File: src/sdr_pkg.sv
package sdr_pkg;
  // Frame field positions
  localparam int FRAME_W = 16;
  localparam int ADDR_HI = 15;
  localparam int ADDR_LO = 14;
  localparam int SEL_BIT = 13;
  localparam int RO_BIT = 12;
  localparam logic [1:0] ADDR_STATUS = 2'h0;
  // Status image layout
  localparam int ST_CAUSE_HI = 11;
  localparam int ST_CAUSE_LO = 8;
  localparam int ST_LEVEL_WAKE = 6;
  localparam int ST_EDGE_WAKE = 4;
  localparam int ST_THERMAL = 3;
  localparam int ST_DEV_MODE = 2;
  localparam int ST_ENABLE = 1;
  localparam int ST_POWER_ON = 0;
  // Diagnosis image layout
  localparam int DG_GROUND = 11;
  localparam int DG_CAN_HI = 10;
  localparam int DG_CAN_LO = 7;
  localparam int DG_LIN_HI = 6;
  localparam int DG_LIN_LO = 5;
  localparam int DG_SUPPLY3 = 4;
  localparam int DG_SUPPLY2 = 3;
  localparam int DG_MAIN = 2;
  localparam int DG_CANMODE_HI = 1;
  localparam int DG_CANMODE_LO = 0;
  localparam logic [3:0] CAN_RESERVED = 4'ha;
  localparam logic [3:0] CAUSE_POWER_ON = 4'h0;
  // Development-mode fail-safe undervoltage time
  localparam int DEV_UV_MS = 256;
  localparam int CLOCK_HZ = 20000000;
  localparam int DEV_UV_CYCLES = DEV_UV_MS * (CLOCK_HZ / 1000);
  // CAN transceiver modes
  localparam logic [1:0] CAN_OFFLINE = 2'h0;
  localparam logic [1:0] CAN_SEL_SLEEP = 2'h1;
  localparam logic [1:0] CAN_ONLINE = 2'h2;
endpackage

File: src/sdr_sync.sv
module sdr_sync #(
  parameter int WIDTH = 1
) (
  // Clock and reset
  input wire logic clock,
  input wire logic reset,
  // Asynchronous in, filtered out
  input wire logic [WIDTH-1:0] async_in,
  output logic [WIDTH-1:0] sync_out
);
  logic [WIDTH-1:0] stage1;
  logic [WIDTH-1:0] stage2;
  logic [WIDTH-1:0] stage3;

  // Three-stage capture
  always_ff @(posedge clock or posedge reset) begin
    if (reset) begin
      stage1 <= '0;
      stage2 <= '0;
      stage3 <= '0;
    end else begin
      stage1 <= async_in;
      stage2 <= stage1;
      stage3 <= stage2;
    end
  end

  // Change accepted when stages two and three agree
  genvar i;
  generate
    for (i = 0; i < WIDTH; i++) begin : g_bit
      always_ff @(posedge clock or posedge reset) begin
        if (reset) begin
          sync_out[i] <= 1'b0;
        end else if (stage2[i] == stage3[i]) begin
          sync_out[i] <= stage3[i];
        end
      end
    end
  endgenerate
endmodule // sdr_sync

File: src/sdr_status_system_diagnosis_regs.sv
// Operation
// - Falling edge on wake pin sets status bit 4; status read clears it.
// - Status bit 3 mirrors the temperature-above-warning condition.
// - Bit 2 shows development mode; it suppresses monitors, fail-safe only after 256 ms.
// - Status bit 1 mirrors the enable output pin being driven high.
// - Bit 0 set by power-on reset, cleared after normal or flash mode entry.
// - Reset cause overwritten on every reset event, never cleared.
// - Address 00 with select 1 returns the diagnosis image.
// - Read-only bit 1 just reads; 0 on an address 00 frame also writes payload to mode register.
// - Diagnosis bit 11 shows ground shift beyond threshold.
// - Diagnosis bits 10..7 carry the CAN fault code.
// - Diagnosis bits 6..5 carry the LIN fault code.
// - Bit 4 clears on supply3 short, sets again on software reactivation.
// - Bit 3 reads 0 after supply2 short shutdown, 1 while healthy.
// - Supply2 restarts on CAN mode set, control bit fall, off-line exit.
// - Bit 2 latches 0 on main supply dip, returns to 1 after read.
// - Address 00 with select 0 returns the status image.
module sdr_status_system_diagnosis_regs #(
  parameter int DEV_UV_CYCLES = sdr_pkg::DEV_UV_CYCLES
) (
  // Clock and reset
  input wire logic clock,
  input wire logic reset,
  // Serial frame from host, decoded to words
  input wire logic frame_start,
  input wire logic frame_done,
  input wire logic [15:0] frame_word,
  // Pins from outside the clock domain
  input wire logic wake_pin,
  input wire logic enable_pin,
  // Same-domain condition inputs
  input wire logic thermal_warning,
  input wire logic dev_mode_set,
  input wire logic dev_mode_clear,
  input wire logic normal_or_flash_entered,
  input wire logic reset_event,
  input wire logic [3:0] reset_cause,
  input wire logic ground_shift,
  input wire logic [3:0] can_fault_code,
  input wire logic [1:0] lin_fault_code,
  input wire logic supply3_short,
  input wire logic supply3_control_on,
  input wire logic supply2_short,
  input wire logic can_mode_set,
  input wire logic can_transmitter_control,
  input wire logic [1:0] can_mode,
  input wire logic main_supply_low,
  input wire logic main_supply_uv,
  // Read data and mode write
  output logic [15:0] read_data,
  output logic mode_write,
  output logic [11:0] mode_payload,
  // Device control
  output logic supply2_enable,
  output logic monitors_suppressed,
  output logic failsafe_request
);
  logic [1:0] pins_sync;
  logic wake_prev;
  logic edge_wake_flag;
  logic thermal_warning_flag;
  logic dev_mode_flag;
  logic enable_flag;
  logic power_on_flag;
  logic [3:0] cause;
  logic ground_shift_flag;
  logic supply3_ok;
  logic supply2_ok;
  logic main_supply_ok;
  logic ctc_prev;
  logic [1:0] can_mode_prev;
  logic in_frame;
  logic frame_system_diagnosis;
  logic [31:0] uv_count;
  logic status_read_done;
  logic system_diagnosis_read_done;
  logic wake_fall;
  logic supply2_restart;
  logic wake_since_start;
  logic low_since_start;

  sdr_sync #(.WIDTH(2)) sdr_sync_i (
    .clock(clock),
    .reset(reset),
    .async_in({enable_pin, wake_pin}),
    .sync_out(pins_sync)
  );

  function automatic logic is_system_diagnosis(input logic [15:0] w);
    is_system_diagnosis = (w[sdr_pkg::ADDR_HI:sdr_pkg::ADDR_LO] == sdr_pkg::ADDR_STATUS)
      && w[sdr_pkg::SEL_BIT];
  endfunction

  function automatic logic is_status(input logic [15:0] w);
    is_status = (w[sdr_pkg::ADDR_HI:sdr_pkg::ADDR_LO] == sdr_pkg::ADDR_STATUS)
      && !w[sdr_pkg::SEL_BIT];
  endfunction

  assign wake_fall = wake_prev && !pins_sync[0];
  assign status_read_done = frame_done && in_frame && !frame_system_diagnosis;
  assign system_diagnosis_read_done = frame_done && in_frame && frame_system_diagnosis;
  assign supply2_restart = can_mode_set
    || (ctc_prev && !can_transmitter_control)
    || ((can_mode_prev == sdr_pkg::CAN_OFFLINE)
      && ((can_mode == sdr_pkg::CAN_ONLINE) || (can_mode == sdr_pkg::CAN_SEL_SLEEP)));

  // Edge history
  always_ff @(posedge clock or posedge reset) begin
    if (reset) begin
      wake_prev <= 1'b0;
      ctc_prev <= 1'b0;
      can_mode_prev <= sdr_pkg::CAN_OFFLINE;
    end else begin
      wake_prev <= pins_sync[0];
      ctc_prev <= can_transmitter_control;
      can_mode_prev <= can_mode;
    end
  end

  // Events after image capture
  always_ff @(posedge clock or posedge reset) begin
    if (reset) begin
      wake_since_start <= 1'b0;
      low_since_start <= 1'b0;
    end else if (frame_start) begin
      wake_since_start <= wake_fall;
      low_since_start <= main_supply_low;
    end else begin
      wake_since_start <= wake_since_start || wake_fall;
      low_since_start <= low_since_start || main_supply_low;
    end
  end

  // Edge wake flag, set wins over clear
  always_ff @(posedge clock or posedge reset) begin
    if (reset) begin
      edge_wake_flag <= 1'b0;
    end else if (wake_fall) begin
      edge_wake_flag <= 1'b1;
    end else if (status_read_done && !wake_since_start) begin
      edge_wake_flag <= 1'b0;
    end
  end

  // Temperature warning level
  always_ff @(posedge clock or posedge reset) begin
    if (reset) begin
      thermal_warning_flag <= 1'b0;
    end else begin
      thermal_warning_flag <= thermal_warning;
    end
  end

  // Enable pin level
  always_ff @(posedge clock or posedge reset) begin
    if (reset) begin
      enable_flag <= 1'b0;
    end else begin
      enable_flag <= pins_sync[1];
    end
  end

  // Ground shift level
  always_ff @(posedge clock or posedge reset) begin
    if (reset) begin
      ground_shift_flag <= 1'b0;
    end else begin
      ground_shift_flag <= ground_shift;
    end
  end

  // Development mode and its fail-safe timer
  always_ff @(posedge clock or posedge reset) begin
    if (reset) begin
      dev_mode_flag <= 1'b0;
    end else if (dev_mode_set) begin
      dev_mode_flag <= 1'b1;
    end else if (dev_mode_clear) begin
      dev_mode_flag <= 1'b0;
    end
  end

  always_ff @(posedge clock or posedge reset) begin
    if (reset) begin
      uv_count <= '0;
      failsafe_request <= 1'b0;
    end else begin
      if (!main_supply_uv) begin
        uv_count <= '0;
      end else if (uv_count < 32'(DEV_UV_CYCLES)) begin
        uv_count <= uv_count + 32'h1;
      end
      failsafe_request <= dev_mode_flag && (uv_count >= 32'(DEV_UV_CYCLES));
    end
  end

  // Monitor suppression
  always_ff @(posedge clock or posedge reset) begin
    if (reset) begin
      monitors_suppressed <= 1'b0;
    end else begin
      monitors_suppressed <= dev_mode_flag;
    end
  end

  // Power-on flag
  always_ff @(posedge clock or posedge reset) begin
    if (reset) begin
      power_on_flag <= 1'b1;
    end else if (normal_or_flash_entered) begin
      power_on_flag <= 1'b0;
    end
  end

  // Last reset cause
  always_ff @(posedge clock or posedge reset) begin
    if (reset) begin
      cause <= sdr_pkg::CAUSE_POWER_ON;
    end else if (reset_event) begin
      cause <= reset_cause;
    end
  end

  // Third supply diagnosis
  always_ff @(posedge clock or posedge reset) begin
    if (reset) begin
      supply3_ok <= 1'b1;
    end else if (supply3_short) begin
      supply3_ok <= 1'b0;
    end else if (supply3_control_on) begin
      supply3_ok <= 1'b1;
    end
  end

  // Second supply diagnosis and enable
  always_ff @(posedge clock or posedge reset) begin
    if (reset) begin
      supply2_ok <= 1'b1;
      supply2_enable <= 1'b1;
    end else if (supply2_short) begin
      supply2_ok <= 1'b0;
      supply2_enable <= 1'b0;
    end else if (supply2_restart) begin
      supply2_ok <= 1'b1;
      supply2_enable <= 1'b1;
    end
  end

  // Main supply diagnosis, dip wins over read
  always_ff @(posedge clock or posedge reset) begin
    if (reset) begin
      main_supply_ok <= 1'b1;
    end else if (main_supply_low) begin
      main_supply_ok <= 1'b0;
    end else if (system_diagnosis_read_done && !low_since_start) begin
      main_supply_ok <= 1'b1;
    end
  end

  // Frame capture and read image
  always_ff @(posedge clock or posedge reset) begin
    if (reset) begin
      in_frame <= 1'b0;
      frame_system_diagnosis <= 1'b0;
      read_data <= '0;
    end else if (frame_start) begin
      in_frame <= is_system_diagnosis(frame_word) || is_status(frame_word);
      frame_system_diagnosis <= is_system_diagnosis(frame_word);
      read_data <= '0;
      if (is_system_diagnosis(frame_word)) begin
        read_data[sdr_pkg::ADDR_HI:sdr_pkg::RO_BIT] <= frame_word[sdr_pkg::ADDR_HI:sdr_pkg::RO_BIT];
        read_data[sdr_pkg::DG_GROUND] <= ground_shift_flag;
        read_data[sdr_pkg::DG_CAN_HI:sdr_pkg::DG_CAN_LO] <= can_fault_code;
        read_data[sdr_pkg::DG_LIN_HI:sdr_pkg::DG_LIN_LO] <= lin_fault_code;
        read_data[sdr_pkg::DG_SUPPLY3] <= supply3_ok;
        read_data[sdr_pkg::DG_SUPPLY2] <= supply2_ok;
        read_data[sdr_pkg::DG_MAIN] <= main_supply_ok;
        read_data[sdr_pkg::DG_CANMODE_HI:sdr_pkg::DG_CANMODE_LO] <= can_mode;
      end else if (is_status(frame_word)) begin
        read_data[sdr_pkg::ADDR_HI:sdr_pkg::RO_BIT] <= frame_word[sdr_pkg::ADDR_HI:sdr_pkg::RO_BIT];
        read_data[sdr_pkg::ST_CAUSE_HI:sdr_pkg::ST_CAUSE_LO] <= cause;
        read_data[sdr_pkg::ST_LEVEL_WAKE] <= pins_sync[0];
        read_data[sdr_pkg::ST_EDGE_WAKE] <= edge_wake_flag;
        read_data[sdr_pkg::ST_THERMAL] <= thermal_warning_flag;
        read_data[sdr_pkg::ST_DEV_MODE] <= dev_mode_flag;
        read_data[sdr_pkg::ST_ENABLE] <= enable_flag;
        read_data[sdr_pkg::ST_POWER_ON] <= power_on_flag;
      end
    end else if (frame_done) begin
      in_frame <= 1'b0;
    end
  end

  // Mode register write at frame end
  always_ff @(posedge clock or posedge reset) begin
    if (reset) begin
      mode_write <= 1'b0;
      mode_payload <= '0;
    end else begin
      mode_write <= 1'b0;
      if (frame_done && in_frame && !frame_word[sdr_pkg::RO_BIT]) begin
        mode_write <= 1'b1;
        mode_payload <= frame_word[sdr_pkg::RO_BIT-1:0];
      end
    end
  end
endmodule // sdr_status_system_diagnosis_regs

File: config.mk
export PLATFORM = sky130hd
export DESIGN_NAME = sdr_status_system_diagnosis_regs
export DESIGN_NICKNAME = d
export VERILOG_FILES = /design/src/sdr_pkg.sv /design/src/sdr_sync.sv /design/src/sdr_status_system_diagnosis_regs.sv
export SDC_FILE = /design/constraint.sdc
export NUM_CORES = 1
export LEC_CHECK = 0
export BUFFER_PORTS_ARGS = -buffer_cell sky130_fd_sc_hd__buf_2
export CORE_MARGIN = 2
export CORE_UTILIZATION = 40
export DETAILED_ROUTE_END_ITERATION = 12
export PLACE_DENSITY = 0.67
export SYNTH_ARGS = -nofsm -noshare
export SYNTH_HDL_FRONTEND = slang
export SYNTH_HIERARCHICAL = 1
export SYNTH_SLANG_ARGS = --single-unit
File: constraint.sdc
create_clock -name clock -period 3.3 [get_ports clock]
set_input_delay 0.495 -clock clock [delete_from_list [all_inputs] [get_ports clock]]
set_output_delay 0.495 -clock clock [all_outputs]
set_load 0.03 [all_outputs]
==> results of run 1 <==
-- worst max-delay path, stage by stage (launching register included) --
cell,delay (ps)
dfrtp_1,430
or4_1,560
a21o_1,490
or4_1,590
a21oi_1,170
-- path summary, 6_finish.rpt --
path                                           start              endpoint  slack [ps]  cells after the start
worst min-delay path                           reset      mode_payload[10]          60                      2
worst max register to register          uv_count[13]          uv_count[11]         990                      4
min in group clock                   thermal_warning  thermal_warning_flag         240                      1
worst min register to register  sdr_sync_i/stage1[0]  sdr_sync_i/stage2[0]         360                      0
worst max-delay path                    uv_count[13]          uv_count[11]         990                      4
max in group asynchronous                      reset         power_on_flag        2580                      3
-- kinds of logic after synthesis --
group	count (synthesis)
AOI/OAI and AO/OA	50
xor gates and xnor gates	1
adders and majority gates	4
buffers and inverters	30
DFF	91
muxes	37
and+or+nand+nor	104
-- final cells by class --
type	instances	area (um^2)	area share (%)
inverter	12	46.3	1.01
clock inverter	6	96.3	2.10
clock buffer	10	128	2.79
timing repair buffer	80	418	9.13
multi-input combinational	196	1450	31.6
tap	129	161	3.53
sequential	91	2280	49.9
-- power by group --
part / internal (mW) / switching, mW / total [mW]
registers: 1.19 / 0.0403 / 1.23
clock network: 0.436 / 0.404 / 0.841
logic: 0.115 / 0.201 / 0.316
-- state kept, by name, summed over array words and instances (netlist names), 2 cells and up --
register	cells
can_mode_prev	2
cause	4
mode_payload	12
read_data	15
sdr_sync_i/stage1	2
sdr_sync_i/stage2	2
sdr_sync_i/stage3	2
sdr_sync_i/sync_out	2
uv_count	32
-- layout by cell type, fill, tap and decap left out, drive strengths merged, types with 5 or more instances in the layout --
cell type,instances
a21oi,11
and2,12
and4,5
buf,80
clkbuf,10
dfrtp,87
inv,12
mux2,16
mux2i,21
nand2,20
nand2b,12
nand3,9
nand4,7
nor2,8
nor3,6
nor4,9
o2bb2ai,10
o31ai,8
or4,9
-- metrics by stage --
stage          utilization, %  hold WS (ps)
3_3_place_gp             46.9           341
6_report                 49.3          61.3
4_1_cts                  49.3          54.3
2_1_floorplan               -           311
5_1_grt                  49.3          48.7
3_5_place_dp             46.9           335
-- metal layers --
| metal | global-route usage (%) | wire (um) |
|---|---|---|
| met4 | 6.36 | 131 |
| met5 | 0 | 0 |
| met1 | 20.4 | 3420 |
| met2 | 25.5 | 3680 |
| met3 | 3.35 | 328 |
==> out/results.ini, run 1 <==
[run_status]
outcome=completed

[sta]
period_needed_ps=2310
period_share_pct=70.1
grt_setup_unrepaired=false
hold_violations=0
fin_setup_tns_ps=0
max_slew_margin_pct=32.5
layout_setup_ws_ps=987
worst_pin_slew_ps=1010
final-setup-viol-count=0
clock.fmax_mhz=432
slew_viol_final=0
skew_ps=16.1

[logic_synthesis]
synth_compound_area_share_pct=9.45
ys.flop_type=dfrtp_1
yosysUniqueCellTypes=43
syn_nets=366
synth_adder_area_share_pct=1.23
syn-instance-count=317
ys_ff_latch=91
synth_top_area_share_pct=56.5
yosysSeqAreaShare_pct=59.2
synth_most_common_cell=dfrtp_1
synth_top_family_by_area=simple AND/OR/NAND/NOR gates
synth_top_area_cell=dfrtp_1
synthMuxAreaShare_pct=10.1
avgSynthCellArea_um2=12.2
netlist_area_um2=3850
synthSimpleGateAreaFrac_pct=16.5
synth_top_cells_by_count=dfrtp_1, mux2i_1, nand2_1, mux2_2, clkbuf_1
ys_warn_count=6
synthXorXnorAreaFrac_pct=0.227
synth_edf_count=0
synth_top_cells_by_area=dfrtp_1, mux2i_1, mux2_2, dfstp_2, o2bb2ai_1
async_reset_ff_share_pct=100

[min_path]
hp-class=input pin to async pin

[drt]
postRouteWirelength_um=7560
routedWlPerCell_um=14.4
drt_iter0_markers=148
dr.pass1.iters=4
drc_errors=0
num_vias=2706
vias_per_cell=5.16
ant_nets=0

[worst_setup_path]
end_kind=flop
cp_max_fo=26
critPathArrivalTime_ps=2590
crit_path_start_kind=flop
timing_worst_setup_path_type=flop to flop
required_ps=3580

[clock_network]
cts_hold_buf=0
cts_sinks=91
cts_buffers=9
cts_tree=yes
ctsResizeCount=0
post-cts-setup-buffers=0
clk_latency_ps=350
cts_buffer_depth=2
cts_root_buffer=clkbuf_8
h-tree-depth=3
path_clk_slew_ps=100

[cells_and_area]
fill_cells=882
drive_gt1_share_pct=31.6
stdcell_area_um2=4580
n_antenna_cell=0
area_delta_synth_final_pct=18.8
layoutNonFillerInstCount=524
fin_nets=439

[floorplan]
fp.dieH_um=102
row_count=35
core_um2=9280
die_w_um=102
start_util_pct=41.5
io_pins=79
dieArea_um2=10400

[placed_design]
dp.cells=508
hpwl_um=5150
gp_congestion=0.799
place_area_um2=4350
pre_cts_ws_ps=1020
portBuffers=78

[global_route]
grt.total_usage_pct=15.6
antenna_found_initial=0
grt_max_degree=71
globalRouteOverflowTotal=0
grt_pass1_vias=2802
grt_pass1_wl_um=12900

[run]
drv_cap=0

[power_and_ir_drop]
ir_worst_vdd_mv=0.377
power_density_nw_per_um2=522
power_mw=2.39
leakagePower_nw=2.11

No activity file was read; power rests on OpenSTA's default activity.
==> run 2, diff against run 1 <==
Settings changed: PLACE_DENSITY 0.67 to 0.7.
Clock period 3.3 ns to 2 ns, I/O delays scaled along.
==> run 2 against run 1 <==
  * First-iteration DRC count shrank 30%
  * Sequential power grew 66%
  * Cell area grew 4.8%
==> out/results.ini, run 2 (same netlist as run 1, synthesis figures left out) <==
[power_and_ir_drop]
seqPwrFrac_pct=53.8
p_sw_mw=1.11
power_mw=3.78
leakagePower_nw=2.21
ir_worst_vdd_mv=0.533
switching_share_pct=29.2
clockPowerShare_pct=32.1
power_density_nw_per_um2=789
p_int_mw=2.68
p_comb_share_pct=14.1

[drt]
num_vias=2784
ant_nets=0
drt_iter0_markers=103
routedWlPerCell_um=14.8
postRouteWirelength_um=8070
dr.pass1.iters=4
drc_errors=0
vias_per_cell=5.12

[worst_setup_path]
reg2reg_slack_ps=40
required_ps=2280
cp_max_fo=8
cp_top_family=simple AND/OR/NAND/NOR gates
critPathArrivalTime_ps=2240
slowest_stage=or4_4
end_kind=flop
crit_path_start_kind=flop
slowest_delay_ps=540
crit_chain=or4_4 -> a21o_4 -> buf_6 -> buf_4 -> nor4b_4 -> mux2i_1
worst-path-buf-inv=2
timing_worst_setup_path_type=flop to flop

[cells_and_area]
fill_cells=851
drive_gt1_share_pct=36.9
multi_input_area_um2=1520
largest_reg_flops=32
top_regs=uv_count: 32 flops, read_data: 15 flops, mode_payload: 12 flops
fin_nets=459
stdcell_area_um2=4790
n_antenna_cell=0
final_cell_mix=dfrtp_1, buf_2, mux2i_1
layoutNonFillerInstCount=544
regMostFlops=uv_count
regArea_um2=2280
final_common_cell=dfrtp_1
area_delta_synth_final_pct=24.5

[floorplan]
fp.dieH_um=102
die_w_um=102
dieArea_um2=10400
io_pins=79
start_util_pct=41.5
row_count=35
core_um2=9280

[sta]
clock.fmax_mhz=510
worst_pin_slew_ps=527
final-setup-viol-count=0
slew_viol_final=0
skew_ps=10.5
period_share_pct=98.0
max_slew_margin_pct=64.6
hold_violations=0
hold_ws_ps=43.6
grt_setup_unrepaired=true
period_needed_ps=1960

[clock_network]
path_clk_slew_ps=100
cts_buffers=9
cts_root_buffer=clkbuf_8
cts_sinks=91
h-tree-depth=3
clk_latency_ps=350
cts_tree=yes
cts_buffer_depth=2

[global_route]
grt_max_degree=43
grt_pass1_wl_um=13500
grt_pass1_vias=2822
antenna_found_initial=0
grt.total_usage_pct=16.5
globalRouteOverflowTotal=0

[placed_design]
gp_congestion=0.741
hpwl_um=5700
dp.cells=524
place_area_um2=4490
portBuffers=78

[min_path]
hp-class=input pin to flop

[run]
drv_cap=0

[run_status]
outcome=completed

-- run 2: cell types whose count changed in the layout (fill, tap and decap cells not counted), sizes merged --
cell         change
buf             +19
bufinv           -2
clkinv           -1
clkinvlp         +1
dlygate4sd3      +1
inv              +2
-- run 2: routing by layer --
| metal | wire, um | vias up | share of wire (%) | global-route usage, % |
|---|---|---|---|---|
| li1 | - | 1331 | - | - |
| met1 | 3650 | 1385 | 45 | 22.9 |
| met2 | 3960 | 59 | 49 | 25.8 |
| met3 | 353 | 9 | 4.4 | 3.28 |
| met4 | 107 | 0 | 1.3 | 6.15 |
| met5 | 0 | - | 0 | 0 |
-- run 2: through the flow --
step | TNS [ps] | setup WS, ps | utilization, %
final | 0 | 40.4 | 51.6
after global routing | -99.0 | -24.6 | 51.6
after CTS | 0 | 10.1 | 50.7
after detailed placement | -125 | -36.9 | 48.3
after global placement | 0 | 12.0 | 48.3
after floorplan | 0 | 142 | -
-- run 2: worst paths after layout --
| check | endpoint | cells past startpoint | start |
|---|---|---|---|
| max in group asynchronous | supply2_ok | 4 | reset |
| max | uv_count[10] | 6 | uv_count[15] |
| max reg2reg | uv_count[10] | 6 | uv_count[15] |
| min in group asynchronous | sdr_sync_i/stage1[0] | 3 | reset |
| min reg2reg | sdr_sync_i/stage2[0] | 0 | sdr_sync_i/stage1[0] |
| min | power_on_flag | 2 | normal_or_flash_entered |
-- run 2: cell type report --
class	instances	area share, %
Tap cell	129	3.37
Clock buffer	10	2.87
Inverter	12	1.02
Timing Repair Buffer	100	12.2
Sequential cell	91	47.6
Clock inverter	6	1.17
Multi-Input combinational cell	196	31.7
-- run 2: power groups by stage --
stage	clock (mW)	sequential [mW]	combinational [mW]
finish	1.21	2.04	0.535
global route	1.33	2.06	0.579
CTS	1.24	2.04	0.545
floorplan	0	2.23	0.184
global placement	0	2.07	0.529
detailed placement	0	2.07	0.543
-- run 2: timing repair --
item / in CTS / in global routing
resized for setup: 3 / 13
pin swaps: 0 / 4
hold buffers: 1 / 0
gates cloned: 0 / 0
setup endpoints to repair: 7 / 16
setup buffers: 0 / 3
hold endpoints to repair: 27 / 0
==> run 3, diff against run 2 <==
Settings changed: CORE_MARGIN 2 to 5, CORE_UTILIZATION 40 to 49, PLACE_DENSITY 0.7 to 0.81.
==> run 3 against run 2 <==
  * Via count shrank 0.36%
  * Cell count shrank 5.7%
  * Sequential cell count is the same
  * Cell area shrank 1.4%
  * Wire length shrank 0.16%
  * Core utilization grew 9.9 points
  * Combinational power is essentially flat
==> out/results.ini, run 3 (same netlist as run 1, synthesis figures left out) <==
[sta]
clock.fmax_mhz=503
period_needed_ps=1990
grt_setup_unrepaired=true
worst_pin_slew_ps=494
fin_setup_tns_ps=0
hold_violations=0
period_share_pct=99.4
skew_ps=17.3
slew_viol_final=0
max_slew_margin_pct=66.9
final-setup-viol-count=0

[worst_setup_path]
slowest_delay_ps=540
reg2reg_slack_ps=10
r2r_end=uv_count[12]
reg2reg_from=uv_count[13]
crit_path_start_kind=flop
cp_top_family=simple AND/OR/NAND/NOR gates
critPathArrivalTime_ps=2280
cp_max_fo=7
end_kind=flop
slowest_stage=or4_4
required_ps=2290
reg2reg_depth=5
worst-path-buf-inv=1
crit_top_cell=or4_4
crit_chain=or4_4 -> a21o_4 -> buf_6 -> or4_4 -> a21oi_2
timing_worst_setup_path_type=flop to flop

[cells_and_area]
drive_gt1_share_pct=35.8
multi_input_area_um2=1520
top_regs=uv_count: 32 flops, read_data: 15 flops, mode_payload: 12 flops
stdcell_area_um2=4730
final_common_cell=dfrtp_1
fill_cells=613
final_cell_mix=dfrtp_1, buf_2, mux2i_1
layoutNonFillerInstCount=513
regMostFlops=uv_count
fin_nets=455
regArea_um2=2280
n_antenna_cell=0
largest_reg_flops=32
area_delta_synth_final_pct=22.7

[global_route]
grt_pass1_vias=2880
grt.total_usage_pct=17.1
globalRouteOverflowTotal=0
antenna_found_initial=0
grt_max_degree=84
grt_pass1_wl_um=13500

[placed_design]
portBuffers=78
place_area_um2=4430
dp.cells=494
hpwl_um=5560
gp_congestion=0.788

[drt]
ant_nets=0
vias_per_cell=5.41
postRouteWirelength_um=8060
num_vias=2774
routedWlPerCell_um=15.7
dr.pass1.iters=4
drc_errors=0
drt_iter0_markers=161

[power_and_ir_drop]
p_comb_share_pct=14.1
power_density_nw_per_um2=799
power_mw=3.78
leakagePower_nw=2.17
ir_worst_vdd_mv=0.692
seqPwrFrac_pct=53.9
clockPowerShare_pct=32.0
p_sw_mw=1.10
p_int_mw=2.67
switching_share_pct=29.2

[min_path]
min_delay_path_depth=1
hp-class=input pin to flop
holdCritStartpoint=wake_pin
min_to=sdr_sync_i/stage1[0]

[run_status]
outcome=completed

[clock_network]
cts_tree=yes
cts_buffer_depth=2
cts_root_buffer=clkbuf_8
path_clk_slew_ps=100
clk_latency_ps=370
cts_sinks=91
cts_buffers=9
h-tree-depth=3

[floorplan]
start_util_pct=50.1
io_pins=79
dieArea_um2=9740
core_um2=7690
row_count=32
die_w_um=98.7
fp.dieH_um=98.7

[run]
drv_cap=0

==> run 3: stage by stage <==
step / hold WS, ps / worst slack, ps / util, %
after floorplan: 116 / 142 / -
after global placement: 276 / 24.4 / 57.6
after global routing: 4.41 / -30.8 / 61.5
after detailed placement: 283 / 11.7 / 57.6
final: 35.0 / 12.2 / 61.5
after CTS: 22.0 / 10.2 / 60.5
==> run 3: power by group through the flow <==
stage / registers, mW / logic [mW] / clock network, mW
6_report: 2.03 / 0.534 / 1.21
5_1_grt: 2.05 / 0.582 / 1.33
4_1_cts: 2.03 / 0.543 / 1.24
3_5_place_dp: 2.07 / 0.541 / 0
3_3_place_gp: 2.06 / 0.527 / 0
2_1_floorplan: 2.23 / 0.184 / 0
==> run 3: routing by layer <==
layer	GRT usage, %	part of all wire (%)	up-vias
met2	28.2	50	62
met4	7.46	2.4	0
met3	4.95	4.7	15
met1	21.1	43	1369
met5	0	0	-
li1	-	-	1328
==> run 3: repair_timing <==
| action | CTS | global route |
|---|---|---|
| pin swaps | 0 | 4 |
| hold buffers | 1 | 0 |
| buffers inserted | 0 | 2 |
| setup endpoints to repair | 2 | 10 |
| hold endpoints to repair | 8 | 0 |
| resized for setup | 3 | 12 |
==> run 3: layout make-up <==
class	instances	area share, %
inverter	12	1.03
timing repair buffer	96	11.8
clock inverter	6	1.16
sequential	91	48.3
clock buffer	10	2.91
multi-input combinational	196	32.2
tap	102	2.70
==> run 3: how the worst max path moves through the flow <==
stage / from / end / slack (ps) / cells past startpoint
6_report: uv_count[13] / uv_count[12] / 10 / 5
5_1_grt: uv_count[13] / uv_count[16] / -30 / 5
4_1_cts: uv_count[13] / uv_count[14] / 10 / 5
3_5_place_dp: uv_count[13] / uv_count[13] / 10 / 5
3_3_place_gp: uv_count[13] / uv_count[13] / 20 / 5
2_1_floorplan: uv_count[13] / uv_count[22] / 140 / 4
==> run 3: worst reg2reg max path, stage by stage (launching register included) <==
cell and delay [ps]:
dfrtp_1 380, or4_4 540, a21o_4 260, buf_6 130, or4_4 480, a21oi_2 140
